<file path="src/verilog/imgaoi_defines.svh">
// Register offsets, field positions, reset values and limits of the image geometry block.
`ifndef IMGAOI_DEFINES_SVH
`define IMGAOI_DEFINES_SVH
`define IMGAOI_ADR_SENSOR_COLS 8'h00
`define IMGAOI_ADR_SENSOR_ROWS 8'h04
`define IMGAOI_ADR_WIDTH 8'h08
`define IMGAOI_ADR_HEIGHT 8'h0c
`define IMGAOI_ADR_MAX_COLS 8'h10
`define IMGAOI_ADR_MAX_ROWS 8'h14
`define IMGAOI_ADR_START_COL 8'h18
`define IMGAOI_ADR_START_ROW 8'h1c
`define IMGAOI_ADR_TAPS 8'h20
`define IMGAOI_ADR_DEPTH 8'h24
`define IMGAOI_ADR_CENTRAL 8'h28
`define IMGAOI_ADR_MAN_GAIN 8'h2c
`define IMGAOI_ADR_AUTO_SEL 8'h30
`define IMGAOI_ADR_AUTO_GAIN 8'h34
`define IMGAOI_ADR_OFFSET_LVL 8'h38
`define IMGAOI_ADR_SAVE_TGT 8'h3c
`define IMGAOI_ADR_SAVE_CMD 8'h40
`define IMGAOI_ADR_STATUS 8'h44
`define IMGAOI_SENSOR_COLS 11'h65c
`define IMGAOI_SENSOR_ROWS 11'h4d4
`define IMGAOI_MAX_COLS 11'h65c
`define IMGAOI_MAX_ROWS 11'h402
`define IMGAOI_MIN_SIZE 11'h002
`define IMGAOI_TAPS 8'h01
`define IMGAOI_RST_GAIN 8'h00
`define IMGAOI_RST_LEVEL 8'h00
`define IMGAOI_ST_SAVED_BIT 0
`define IMGAOI_ST_REFUSED_BIT 1
`define IMGAOI_ST_REJECT_BIT 2
`endif

</file>
<file path="src/verilog/imgaoi_pkg.sv">
// Types shared by the image geometry configuration block.
package imgaoi_pkg;
   typedef enum logic [1:0] {
      IMGAOI_DEPTH8 = 2'h0,
      IMGAOI_DEPTH10 = 2'h1,
      IMGAOI_DEPTH12 = 2'h2
   } imgaoi_depth_t;
   typedef enum logic {IMGAOI_TGT_DEFAULT = 1'h0, IMGAOI_TGT_USER1 = 1'h1} imgaoi_target_t;
   typedef struct packed {
      logic [10:0] width;
      logic [10:0] height;
      logic [10:0] startCol;
      logic [10:0] startRow;
      imgaoi_depth_t depth;
      logic central;
      logic [7:0] manualGain;
      logic autoGainSel;
      logic [7:0] autoGain;
      logic [7:0] offsetLevel;
   } imgaoi_settings_t;
endpackage : imgaoi_pkg

</file>
<file path="src/verilog/imgaoi_range_check.sv">
// Window range checker: tells whether a proposed geometry value may be accepted.
`timescale 1ns/1ns
`default_nettype none
`include "imgaoi_defines.svh"
module imgaoi_range_check
   import imgaoi_pkg::*;
#(
   parameter logic [10:0] LIMIT = 11'h65c
) (
   // Proposed value and the other setting that shares the axis: the start for a size, the size for a start.
   input wire logic [10:0] value,
   input wire logic [10:0] other,
   input wire logic isSize,
   // Verdict.
   output logic ok
);
   // A size sits in [2, limit-start]; a start sits in [0, limit-size]; both stay even.
   always_comb begin
      if (value[0]) begin
         ok = 1'b0;
      end else if (isSize) begin
         ok = (value >= `IMGAOI_MIN_SIZE) && ({1'b0, value} + {1'b0, other} <= {1'b0, LIMIT});
      end else begin
         ok = ({1'b0, value} + {1'b0, other} <= {1'b0, LIMIT});
      end
   end
endmodule : imgaoi_range_check
`default_nettype wire

</file>
<file path="src/verilog/imgaoi_user_set.sv">
// Stored copy of the user settings set, written by a save command.
`timescale 1ns/1ns
`default_nettype none
module imgaoi_user_set
   import imgaoi_pkg::*;
(
   // Clock and reset.
   input wire logic sysClk,
   input wire logic rstSync_n,
   // Save request.
   input wire logic store,
   input var imgaoi_settings_t current,
   // Stored content.
   output imgaoi_settings_t stored,
   output logic valid
);
   always_ff @(posedge sysClk or negedge rstSync_n) begin
      if (!rstSync_n) begin
         stored <= '0;
         valid <= 1'b0;
      end else if (store) begin
         stored <= current;
         valid <= 1'b1;
      end
   end
endmodule : imgaoi_user_set
`default_nettype wire

</file>
<file path="src/verilog/imgaoi_config.sv">
// Image geometry and level configuration registers behind a classic Wishbone slave.
//
// The register addresses and register access over Wishbone are this design's own decisions.
`timescale 1ns/1ns
`default_nettype none
`include "imgaoi_defines.svh"
// Summary of operation
// - Sensor width reads back as a fixed 1628 pixels.
// - Sensor height reads back as a fixed 1236 pixels.
// - Image width is read/write, from 2 up to the maximum width.
// - Image height is read/write, at least 2 pixels.
// - Maximum width reads 1628 and bounds width and horizontal start.
// - Maximum height reads back as a fixed 1026 pixels.
// - Horizontal start runs 0 to maximum width minus width, even steps.
// - Vertical start runs from 0 in even steps, window inside maximum area.
// - One output tap, reported read-only.
// - Bit depth selects 8, 10 or 12 bit words; pixels follow it.
// - Central readout off gives full scan, on gives central area only.
// - Manual gain mode applies an 8-bit writable gain value.
// - Auto gain select turns automatic gain off or continuously on.
// - Automatic gain mode uses its own 8-bit writable gain value.
// - A writable 8-bit offset level is added to the image.
// - Save target selects factory default or first user set.
// - A save command stores all current settings into the target set, which must be the first user set.
// - Saving into the factory default set is refused.
module imgaoi_config
   import imgaoi_pkg::*;
(
   // Clock and reset.
   input wire logic sys_clk,
   input wire logic rst_n,
   // Wishbone slave.
   input wire logic wb_cyc_i,
   input wire logic wb_stb_i,
   input wire logic wb_we_i,
   input wire logic [7:0] wb_adr_i,
   input wire logic [3:0] wb_sel_i,
   input wire logic [31:0] wb_dat_i,
   output logic [31:0] wb_dat_o,
   output logic wb_ack_o,
   output logic wb_err_o,
   // Settings applied to the imaging path.
   output imgaoi_settings_t active,
   output logic [7:0] appliedGain,
   output logic [3:0] pixelBits,
   output logic [10:0] readWidth,
   output logic [10:0] readStartCol,
   output logic [10:0] readStartRow,
   output logic userSetValid
);
   logic rstMeta_n;
   logic rstSync_n;
   imgaoi_settings_t cfg;
   imgaoi_settings_t storedSet;
   logic storedValid;
   logic saveStrobe;
   imgaoi_target_t saveTarget;
   logic saveDone;
   logic saveRefused;
   logic writeRejected;
   logic okWidth, okHeight, okCol, okRow;
   logic request;
   logic writeNow;
   logic highBitsClear;
   logic mapped;
   logic [31:0] next_rdata;
   logic [10:0] wVal;
   logic [1:0] next_depthCode;

   always_ff @(posedge sys_clk or negedge rst_n) begin
      if (!rst_n) begin
         rstMeta_n <= 1'b0;
         rstSync_n <= 1'b0;
      end else begin
         rstMeta_n <= 1'b1;
         rstSync_n <= rstMeta_n;
      end
   end

   // A request is answered one cycle after it appears; ack drops the cycle after.
   assign request = wb_cyc_i && wb_stb_i && !wb_ack_o && !wb_err_o;
   assign writeNow = request && wb_we_i && mapped && wb_sel_i[0];
   assign wVal = wb_dat_i[10:0];

   always_comb begin
      mapped = 1'b1;
      next_rdata = 32'h0000_0000;
      case (wb_adr_i)
         `IMGAOI_ADR_SENSOR_COLS: next_rdata = {21'h0, `IMGAOI_SENSOR_COLS};
         `IMGAOI_ADR_SENSOR_ROWS: next_rdata = {21'h0, `IMGAOI_SENSOR_ROWS};
         `IMGAOI_ADR_WIDTH: next_rdata = {21'h0, cfg.width};
         `IMGAOI_ADR_HEIGHT: next_rdata = {21'h0, cfg.height};
         `IMGAOI_ADR_MAX_COLS: next_rdata = {21'h0, `IMGAOI_MAX_COLS};
         `IMGAOI_ADR_MAX_ROWS: next_rdata = {21'h0, `IMGAOI_MAX_ROWS};
         `IMGAOI_ADR_START_COL: next_rdata = {21'h0, cfg.startCol};
         `IMGAOI_ADR_START_ROW: next_rdata = {21'h0, cfg.startRow};
         `IMGAOI_ADR_TAPS: next_rdata = {24'h0, `IMGAOI_TAPS};
         `IMGAOI_ADR_DEPTH: next_rdata = {30'h0, cfg.depth};
         `IMGAOI_ADR_CENTRAL: next_rdata = {31'h0, cfg.central};
         `IMGAOI_ADR_MAN_GAIN: next_rdata = {24'h0, cfg.manualGain};
         `IMGAOI_ADR_AUTO_SEL: next_rdata = {31'h0, cfg.autoGainSel};
         `IMGAOI_ADR_AUTO_GAIN: next_rdata = {24'h0, cfg.autoGain};
         `IMGAOI_ADR_OFFSET_LVL: next_rdata = {24'h0, cfg.offsetLevel};
         `IMGAOI_ADR_SAVE_TGT: next_rdata = {31'h0, saveTarget};
         `IMGAOI_ADR_SAVE_CMD: next_rdata = 32'h0000_0000;
         `IMGAOI_ADR_STATUS: next_rdata = {28'h0, storedValid, writeRejected, saveRefused,
                                           saveDone};
         default: mapped = 1'b0;
      endcase
   end

   always_ff @(posedge sys_clk or negedge rstSync_n) begin
      if (!rstSync_n) begin
         wb_ack_o <= 1'b0;
         wb_err_o <= 1'b0;
         wb_dat_o <= 32'h0000_0000;
      end else begin
         wb_ack_o <= request && mapped;
         wb_err_o <= request && !mapped;
         wb_dat_o <= (request && mapped && !wb_we_i) ? next_rdata : 32'h0000_0000;
      end
   end

   imgaoi_range_check #(.LIMIT(`IMGAOI_MAX_COLS)) uChkWidth (
      .value(wVal), .other(cfg.startCol), .isSize(1'b1), .ok(okWidth));
   imgaoi_range_check #(.LIMIT(`IMGAOI_MAX_ROWS)) uChkHeight (
      .value(wVal), .other(cfg.startRow), .isSize(1'b1), .ok(okHeight));
   imgaoi_range_check #(.LIMIT(`IMGAOI_MAX_COLS)) uChkCol (
      .value(wVal), .other(cfg.width), .isSize(1'b0), .ok(okCol));
   imgaoi_range_check #(.LIMIT(`IMGAOI_MAX_ROWS)) uChkRow (
      .value(wVal), .other(cfg.height), .isSize(1'b0), .ok(okRow));

   // Upper data bits are checked too, so a huge value cannot alias into range.
   assign highBitsClear = wb_dat_i[31:11] == 21'h0;

   always_comb begin
      next_depthCode = wb_dat_i[1:0];
   end

   // One process owns the whole settings struct, so no member has two drivers.
   always_ff @(posedge sys_clk or negedge rstSync_n) begin
      if (!rstSync_n) begin
         cfg.width <= `IMGAOI_MAX_COLS;
         cfg.height <= `IMGAOI_MAX_ROWS;
         cfg.startCol <= 11'h000;
         cfg.startRow <= 11'h000;
         cfg.depth <= IMGAOI_DEPTH12;
         cfg.central <= 1'b0;
         cfg.manualGain <= `IMGAOI_RST_GAIN;
         cfg.autoGainSel <= 1'b0;
         cfg.autoGain <= `IMGAOI_RST_GAIN;
         cfg.offsetLevel <= `IMGAOI_RST_LEVEL;
         saveTarget <= IMGAOI_TGT_USER1;
      end else if (writeNow) begin
         case (wb_adr_i)
            `IMGAOI_ADR_WIDTH: if (okWidth && highBitsClear) cfg.width <= wVal;
            `IMGAOI_ADR_HEIGHT: if (okHeight && highBitsClear) cfg.height <= wVal;
            `IMGAOI_ADR_START_COL: if (okCol && highBitsClear) cfg.startCol <= wVal;
            `IMGAOI_ADR_START_ROW: if (okRow && highBitsClear) cfg.startRow <= wVal;
            `IMGAOI_ADR_DEPTH: begin
               if (next_depthCode != 2'h3) begin
                  cfg.depth <= imgaoi_depth_t'(next_depthCode);
               end
            end
            `IMGAOI_ADR_CENTRAL: cfg.central <= wb_dat_i[0];
            `IMGAOI_ADR_MAN_GAIN: cfg.manualGain <= wb_dat_i[7:0];
            `IMGAOI_ADR_AUTO_SEL: cfg.autoGainSel <= wb_dat_i[0];
            `IMGAOI_ADR_AUTO_GAIN: cfg.autoGain <= wb_dat_i[7:0];
            `IMGAOI_ADR_OFFSET_LVL: cfg.offsetLevel <= wb_dat_i[7:0];
            `IMGAOI_ADR_SAVE_TGT: saveTarget <= imgaoi_target_t'(wb_dat_i[0]);
            default: ;
         endcase
      end
   end

   // Status flags: set on the event, cleared by writing one; a new event wins the clear.
   assign saveStrobe = writeNow && wb_adr_i == `IMGAOI_ADR_SAVE_CMD && wb_dat_i[0]
                       && saveTarget == IMGAOI_TGT_USER1;
   always_ff @(posedge sys_clk or negedge rstSync_n) begin
      if (!rstSync_n) begin
         saveDone <= 1'b0;
         saveRefused <= 1'b0;
         writeRejected <= 1'b0;
      end else begin
         if (writeNow && wb_adr_i == `IMGAOI_ADR_STATUS) begin
            saveDone <= saveDone & ~wb_dat_i[`IMGAOI_ST_SAVED_BIT];
            saveRefused <= saveRefused & ~wb_dat_i[`IMGAOI_ST_REFUSED_BIT];
            writeRejected <= writeRejected & ~wb_dat_i[`IMGAOI_ST_REJECT_BIT];
         end
         if (saveStrobe) begin
            saveDone <= 1'b1;
         end
         if (writeNow && wb_adr_i == `IMGAOI_ADR_SAVE_CMD && wb_dat_i[0]
             && saveTarget == IMGAOI_TGT_DEFAULT) begin
            saveRefused <= 1'b1;
         end
         if (writeNow && ((wb_adr_i == `IMGAOI_ADR_WIDTH && !(okWidth && highBitsClear))
             || (wb_adr_i == `IMGAOI_ADR_HEIGHT && !(okHeight && highBitsClear))
             || (wb_adr_i == `IMGAOI_ADR_START_COL && !(okCol && highBitsClear))
             || (wb_adr_i == `IMGAOI_ADR_START_ROW && !(okRow && highBitsClear)))) begin
            writeRejected <= 1'b1;
         end
      end
   end

   imgaoi_user_set uUserSet (
      .sysClk(sys_clk),
      .rstSync_n(rstSync_n),
      .store(saveStrobe),
      .current(cfg),
      .stored(storedSet),
      .valid(storedValid)
   );

   // Applied values are registered so the imaging path never sees a half-written set.
   always_ff @(posedge sys_clk or negedge rstSync_n) begin
      if (!rstSync_n) begin
         active <= '0;
         appliedGain <= 8'h00;
         pixelBits <= 4'hc;
         readWidth <= `IMGAOI_MAX_COLS;
         readStartCol <= 11'h000;
         readStartRow <= 11'h000;
         userSetValid <= 1'b0;
      end else begin
         active <= cfg;
         appliedGain <= cfg.autoGainSel ? cfg.autoGain : cfg.manualGain;
         case (cfg.depth)
            IMGAOI_DEPTH8: pixelBits <= 4'h8;
            IMGAOI_DEPTH10: pixelBits <= 4'ha;
            default: pixelBits <= 4'hc;
         endcase
         // Central readout centres the window in the maximum area, on an even start, ignoring the start offsets.
         readWidth <= cfg.width;
         readStartCol <= cfg.central ?
            (11'(`IMGAOI_MAX_COLS - cfg.width) >> 1) & 11'h7fe : cfg.startCol;
         readStartRow <= cfg.central ?
            (11'(`IMGAOI_MAX_ROWS - cfg.height) >> 1) & 11'h7fe : cfg.startRow;
         userSetValid <= storedValid;
      end
   end

   chk_ack_one_cycle: assert property (@(posedge sys_clk) disable iff (!rstSync_n)
      wb_ack_o |=> !wb_ack_o) else $error("ack held longer than one cycle");
   chk_width_range: assert property (@(posedge sys_clk) disable iff (!rstSync_n)
      cfg.width >= 11'h002 && cfg.width + cfg.startCol <= 11'h65c && !cfg.width[0])
      else $error("width outside its range");
   chk_height_range: assert property (@(posedge sys_clk) disable iff (!rstSync_n)
      cfg.height >= 11'h002 && !cfg.height[0]) else $error("height below minimum");
   chk_col_window: assert property (@(posedge sys_clk) disable iff (!rstSync_n)
      !cfg.startCol[0]) else $error("column start odd");
   chk_row_window: assert property (@(posedge sys_clk) disable iff (!rstSync_n)
      cfg.startRow + cfg.height <= 11'h402 && !cfg.startRow[0])
      else $error("row window outside area");
   chk_gain_pick: assert property (@(posedge sys_clk) disable iff (!rstSync_n)
      1'b1 |=> appliedGain == ($past(cfg.autoGainSel) ? $past(cfg.autoGain)
                                                      : $past(cfg.manualGain)))
      else $error("applied gain from wrong source");
   chk_save_stores: assert property (@(posedge sys_clk) disable iff (!rstSync_n)
      saveStrobe |=> storedSet == $past(cfg) && storedValid)
      else $error("save did not store settings");
   chk_default_refused: assert property (@(posedge sys_clk) disable iff (!rstSync_n)
      writeNow && wb_adr_i == `IMGAOI_ADR_SAVE_CMD && wb_dat_i[0]
      && saveTarget == IMGAOI_TGT_DEFAULT |=> saveRefused && $stable(storedSet))
      else $error("save into default set");
   chk_depth_bits: assert property (@(posedge sys_clk) disable iff (!rstSync_n)
      cfg.depth == IMGAOI_DEPTH8 [*2] |-> pixelBits == 4'h8)
      else $error("pixel depth mismatch");
   chk_fixed_reads: assert property (@(posedge sys_clk) disable iff (!rstSync_n)
      request && !wb_we_i && wb_adr_i == `IMGAOI_ADR_SENSOR_COLS |=> wb_dat_o == 32'h65c)
      else $error("sensor width read wrong");
   // Read-only values must come back whatever was last written to them.
   chk_rows_read: assert property (@(posedge sys_clk) disable iff (!rstSync_n)
      request && !wb_we_i && wb_adr_i == `IMGAOI_ADR_SENSOR_ROWS |=> wb_dat_o == 32'h4d4)
      else $error("sensor height read wrong");
   chk_max_cols_read: assert property (@(posedge sys_clk) disable iff (!rstSync_n)
      request && !wb_we_i && wb_adr_i == `IMGAOI_ADR_MAX_COLS |=> wb_dat_o == 32'h65c)
      else $error("maximum width read wrong");
   chk_max_rows_read: assert property (@(posedge sys_clk) disable iff (!rstSync_n)
      request && !wb_we_i && wb_adr_i == `IMGAOI_ADR_MAX_ROWS |=> wb_dat_o == 32'h402)
      else $error("maximum height read wrong");
   chk_taps_read: assert property (@(posedge sys_clk) disable iff (!rstSync_n)
      request && !wb_we_i && wb_adr_i == `IMGAOI_ADR_TAPS |=> wb_dat_o == 32'h1)
      else $error("tap count read wrong");
   chk_full_scan: assert property (@(posedge sys_clk) disable iff (!rstSync_n)
      !cfg.central |=> readStartCol == $past(cfg.startCol) && readStartRow == $past(cfg.startRow))
      else $error("full scan start not applied");
   chk_odd_kept: assert property (@(posedge sys_clk) disable iff (!rstSync_n)
      writeNow && wb_adr_i == `IMGAOI_ADR_WIDTH && wb_dat_i[0] |=> $stable(cfg.width))
      else $error("odd width accepted");
   chk_manual_write: assert property (@(posedge sys_clk) disable iff (!rstSync_n)
      writeNow && wb_adr_i == `IMGAOI_ADR_MAN_GAIN |=> cfg.manualGain == $past(wb_dat_i[7:0]))
      else $error("manual gain not stored");
   chk_auto_write: assert property (@(posedge sys_clk) disable iff (!rstSync_n)
      writeNow && wb_adr_i == `IMGAOI_ADR_AUTO_GAIN |=> cfg.autoGain == $past(wb_dat_i[7:0]))
      else $error("auto gain not stored");
   chk_level_write: assert property (@(posedge sys_clk) disable iff (!rstSync_n)
      writeNow && wb_adr_i == `IMGAOI_ADR_OFFSET_LVL |=> cfg.offsetLevel == $past(wb_dat_i[7:0]))
      else $error("offset level not stored");
   chk_target_write: assert property (@(posedge sys_clk) disable iff (!rstSync_n)
      writeNow && wb_adr_i == `IMGAOI_ADR_SAVE_TGT |=> saveTarget == $past(wb_dat_i[0]))
      else $error("save target not stored");
   cov_save: cover property (@(posedge sys_clk) disable iff (!rstSync_n) saveStrobe);
   cov_refused: cover property (@(posedge sys_clk) disable iff (!rstSync_n) $rose(saveRefused));
   cov_reject: cover property (@(posedge sys_clk) disable iff (!rstSync_n) $rose(writeRejected));
   cov_central: cover property (@(posedge sys_clk) disable iff (!rstSync_n) cfg.central);
   cov_depth8: cover property (@(posedge sys_clk) disable iff (!rstSync_n)
      cfg.depth == IMGAOI_DEPTH8);
endmodule : imgaoi_config
`default_nettype wire

</file>
<file path="config.mk">
export PLATFORM = sky130hd
export DESIGN_NAME = imgaoi_config
export DESIGN_NICKNAME = d
export VERILOG_FILES = /design/src/verilog/imgaoi_pkg.sv /design/src/verilog/imgaoi_range_check.sv /design/src/verilog/imgaoi_user_set.sv /design/src/verilog/imgaoi_config.sv
export VERILOG_INCLUDE_DIRS = /design/src /design/src/verilog
export SDC_FILE = /design/constraint.sdc
export NUM_CORES = 1
export LEC_CHECK = 0
export BUFFER_PORTS_ARGS = -buffer_cell sky130_fd_sc_hd__buf_2
export CAP_MARGIN = 15
export CORE_MARGIN = 5
export CORE_UTILIZATION = 35
export CTS_CLUSTER_DIAMETER = 100
export DETAILED_ROUTE_END_ITERATION = 10
export PLACE_DENSITY = 0.5
export SLEW_MARGIN = 10
export SYNTH_ARGS = -nofsm -noshare
export SYNTH_HDL_FRONTEND = slang
export SYNTH_HIERARCHICAL = 1
export SYNTH_SLANG_ARGS = --single-unit
</file>
<file path="constraint.sdc">
create_clock -name sys_clk -period 22 [get_ports sys_clk]
set_clock_uncertainty 0.1 [all_clocks]
set_input_delay 2.2 -clock sys_clk [delete_from_list [all_inputs] [get_ports sys_clk]]
set_output_delay 2.2 -clock sys_clk [all_outputs]
set_load 0.01 [all_outputs]
</file>
==> flow_results.org <==
** Critical path
- Family of cells with the greatest summed delay on the critical path :: simple AND/OR/NAND/NOR gates
- On the worst path, the slowest cell contributes a delay of about 570 ps.
- The critical path contains buffers and inverters numbering 3 combined.
- Setup crit start kind :: input pin
- Data arrives at the worst endpoint at roughly 6400 ps.
- Series of cell instances along the critical path :: buf_2 -> ha_1 -> inv_1 -> fa_1 -> nor2b_1 -> o2111a_1 -> a211oi_2 -> a21oi_1 -> o21ai_1 -> or4_1 -> a221oi_2 -> nand3_1 -> nor4_2 -> buf_4 -> mux2_2
- Of all nets on the critical path, the largest fanout is 18.
- For the worst setup path, the data required time is approximately 22,000 ps.
- The critical path in this run is classified as input pin to flip-flop.
- Slowest cell on the critical path :: sky130_fd_sc_hd__nor4_2
- Kind of end point of the critical path :: flip-flop

** Placement
- Routability congestion estimate :: ~0.87
- Number of buffer cells added on primary ports :: ~170
- The HPWL after detailed placement is between 20 and 25 mm.

** Clock tree
- CTS Buf Count :: 25
- Post-CTS resize count :: 0
- Htree depth :: 1
- The root buffer cell chosen for the clock tree is sky130_fd_sc_hd__clkbuf_16.
- After clock tree synthesis, the flow added hold-fix buffers numbering 0.
- No sink is reached through more buffers than the 3 on the longest clock path.
- After clock tree synthesis, the setup repair step added 0 buffers.
- For the worst-skew pair, the clock arrives at the later sink with an insertion delay of about 530 ps.
- TritonCTS clock tree :: built
- Sink Count :: 203
- Clock transition at the register clock pins on the worst setup and hold paths after CTS :: 60 ps

** Route
- Number of vias per cell :: between 5 and 6
- Number of detailed-routing iterations run before antenna repair :: 7
- Number of DRC violations after detailed-routing iteration 0 :: 528
- Post-detailed-route DRC marker count :: 0
- In this run the remaining antenna-violating nets after routing total 0.
- Routed wirelength normalized by instance count :: between 20 and 25 um
- Summed over all layers, the routed wires come to about 32 mm.
- Via count :: between 7,000 and 8,000

** Timing
- Max transition margin :: between 30 and 40%
- Final setup violation count :: 0
- Top achievable clock speed :: 165 MHz
- Minimum hold slack :: between 200 and 250 ps
- Minimum period implied by the final worst setup slack :: roughly 6100 ps
- Setup_tns :: 0 ps
- Fraction of the cycle the final worst path needs :: approximately 28%
- The number of failing hold endpoints at the final stage is 0.
- Setup repair after global routing missed its margin :: no
- Slew of the pin with the lowest slew margin :: around 1000 ps
- The number of max-slew violations in the final report came to 0.

** Power and ir drop
- Worst ir drop on vdd :: between 0.05 and 0.06 mV
- For this design the static power due to leakage is approximately 6 nW.
- Power spread over the standard cell area amounts to approximately 70 mW/mm^2.
- Power comes to ~870 uW.

** Yosys
- Syn avg cell area :: ~12 um^2
- Mapped Area :: between 0.01 and 0.015 mm^2
- Yosys printed 6 warnings.
- Post-synthesis instance total :: 860

** Floorplanning
- Die area :: around 0.033 mm^2
- For this design the top-level I/O count stands at about 200.
- Row count :: between 60 and 70
- Chip Height :: about 180 um
- Once the floorplan was initialized, standard cells occupied 35.3% of the core.
- CORE AREA :: between 0.02 and 0.03 mm^2
- Measured along the x axis, the die boundary spans about 180 um.

** Global routing
- Wire length of the first global-routing pass :: between 40 and 50 mm
- Number of antenna violations at the first check in global routing :: 0
- Summed over all layers, the global routing overflow is 0.
- Entering global routing, the biggest net connects 73 pins.
- In the global route stage, overall resource usage came out at ~18%.
- Number of global-route vias before repair :: 7,746

** Finish
- Fraction of final layout cells sized beyond drive strength 1 :: between 30% and 40%
- At the end of the flow the core is filled with cells to about 42%.
- Post-layout nets :: ~1,100
- Filler Cell Count :: 2,876
- From synthesis to final layout, the design area changed by 19.1%.
- Diodes inserted :: 0

** Hold path
- Min-Delay Path Class :: flip-flop to flip-flop

** Outcome
- The flow ran to the end, and the final reports show no timing, DRC or antenna violations.

** Job
- Number of maximum-capacitance constraint violations :: 0
## layout by cell type, fill, tap and decap left out, types with 14 or more instances in the layout
cell,count
sky130_fd_sc_hd__dfrtp_1,185
sky130_fd_sc_hd__a21oi_1,40
sky130_fd_sc_hd__nand2_1,33
sky130_fd_sc_hd__dfstp_2,17
sky130_fd_sc_hd__nor2_1,31
sky130_fd_sc_hd__xor2_1,21
sky130_fd_sc_hd__xnor2_1,14
sky130_fd_sc_hd__conb_1,28
sky130_fd_sc_hd__nor3_1,18
sky130_fd_sc_hd__inv_1,21
sky130_fd_sc_hd__o21ai_0,16
sky130_fd_sc_hd__ha_1,44
sky130_fd_sc_hd__a22oi_1,16
sky130_fd_sc_hd__clkbuf_16,25
sky130_fd_sc_hd__mux2_2,81
sky130_fd_sc_hd__buf_2,174
## worst paths after layout
kind                                  start          to  slack [ps]  depth (start not counted)
worst max-delay path            wb_dat_i[0]     cfg[30]       15940                         15
worst min-delay path              rstMeta_n   rstSync_n         250                          0
worst max register to register      cfg[50]     cfg[30]       17510                         14
worst min register to register    rstMeta_n   rstSync_n         250                          0
max in group asynchronous         rstSync_n     cfg[66]       19950                          1
min in group asynchronous         rstSync_n  active[11]         350                          0
## worst reg2reg max path: stages (launching register included)
cell,delay (ps)
sky130_fd_sc_hd__dfrtp_1,570
sky130_fd_sc_hd__ha_1,250
sky130_fd_sc_hd__inv_1,60
sky130_fd_sc_hd__fa_1,390
sky130_fd_sc_hd__nor2b_1,200
sky130_fd_sc_hd__o2111a_1,210
sky130_fd_sc_hd__a211oi_2,60
sky130_fd_sc_hd__a21oi_1,250
sky130_fd_sc_hd__o21ai_1,90
sky130_fd_sc_hd__or4_1,430
sky130_fd_sc_hd__a221oi_2,400
sky130_fd_sc_hd__nand3_1,170
sky130_fd_sc_hd__nor4_2,570
sky130_fd_sc_hd__buf_4,290
sky130_fd_sc_hd__mux2_2,340
## flip-flops by register name, summed over array words and instances, names as in the netlist
register / count
active: 67
uUserSet/valid: 1
readStartCol: 11
rstSync_n: 1
saveRefused: 1
pixelBits: 2
wb_ack_o: 1
readWidth: 11
writeRejected: 1
userSetValid: 1
appliedGain: 8
saveDone: 1
wb_err_o: 1
rstMeta_n: 1
cfg: 72
wb_dat_o: 11
readStartRow: 11
saveTarget: 1
## layout make-up
cell class / instances / area (um^2) / area share [%]
Multi-Input combinational cell: 597 / 4900 / 39.5
Inverter: 22 / 82.6 / 0.665
Tap cell: 390 / 488 / 3.93
Clock buffer: 32 / 702 / 5.66
Sequential cell: 203 / 5100 / 41.1
Clock inverter: 14 / 196 / 1.58
Timing Repair Buffer: 183 / 938 / 7.56
## stage by stage
| step | std cells | setup WS [ps] | area (um^2) |
|---|---|---|---|
| after CTS | 1441 | 15990 | 12400 |
| after global placement | 1395 | 15460 | 11500 |
| after floorplan | 886 | 15850 | 10500 |
| after detailed placement | 1395 | 15440 | 11500 |
| final | 1441 | 15940 | 12400 |
| after global routing | 1441 | 15760 | 12400 |
## per-layer routing
| layer | GRT usage [%] | vias up | share of wire (%) |
|---|---|---|---|
| li1 | - | 3516 | - |
| met1 | 26.2 | 3836 | 45 |
| met2 | 28.8 | 306 | 45 |
| met3 | 4.05 | 49 | 7.6 |
| met4 | 4.59 | 0 | 2.1 |
| met5 | 0 | - | 0 |
## power breakdown
group	leakage [nW]	internal (mW)	total, mW	switching [mW]
Clock	0.433	0.274	0.442	0.168
Combinational	2.97	0.0149	0.0482	0.0333
Sequential	2.71	0.375	0.378	0.00309
Note: power is estimated with default switching activity, not from simulation.
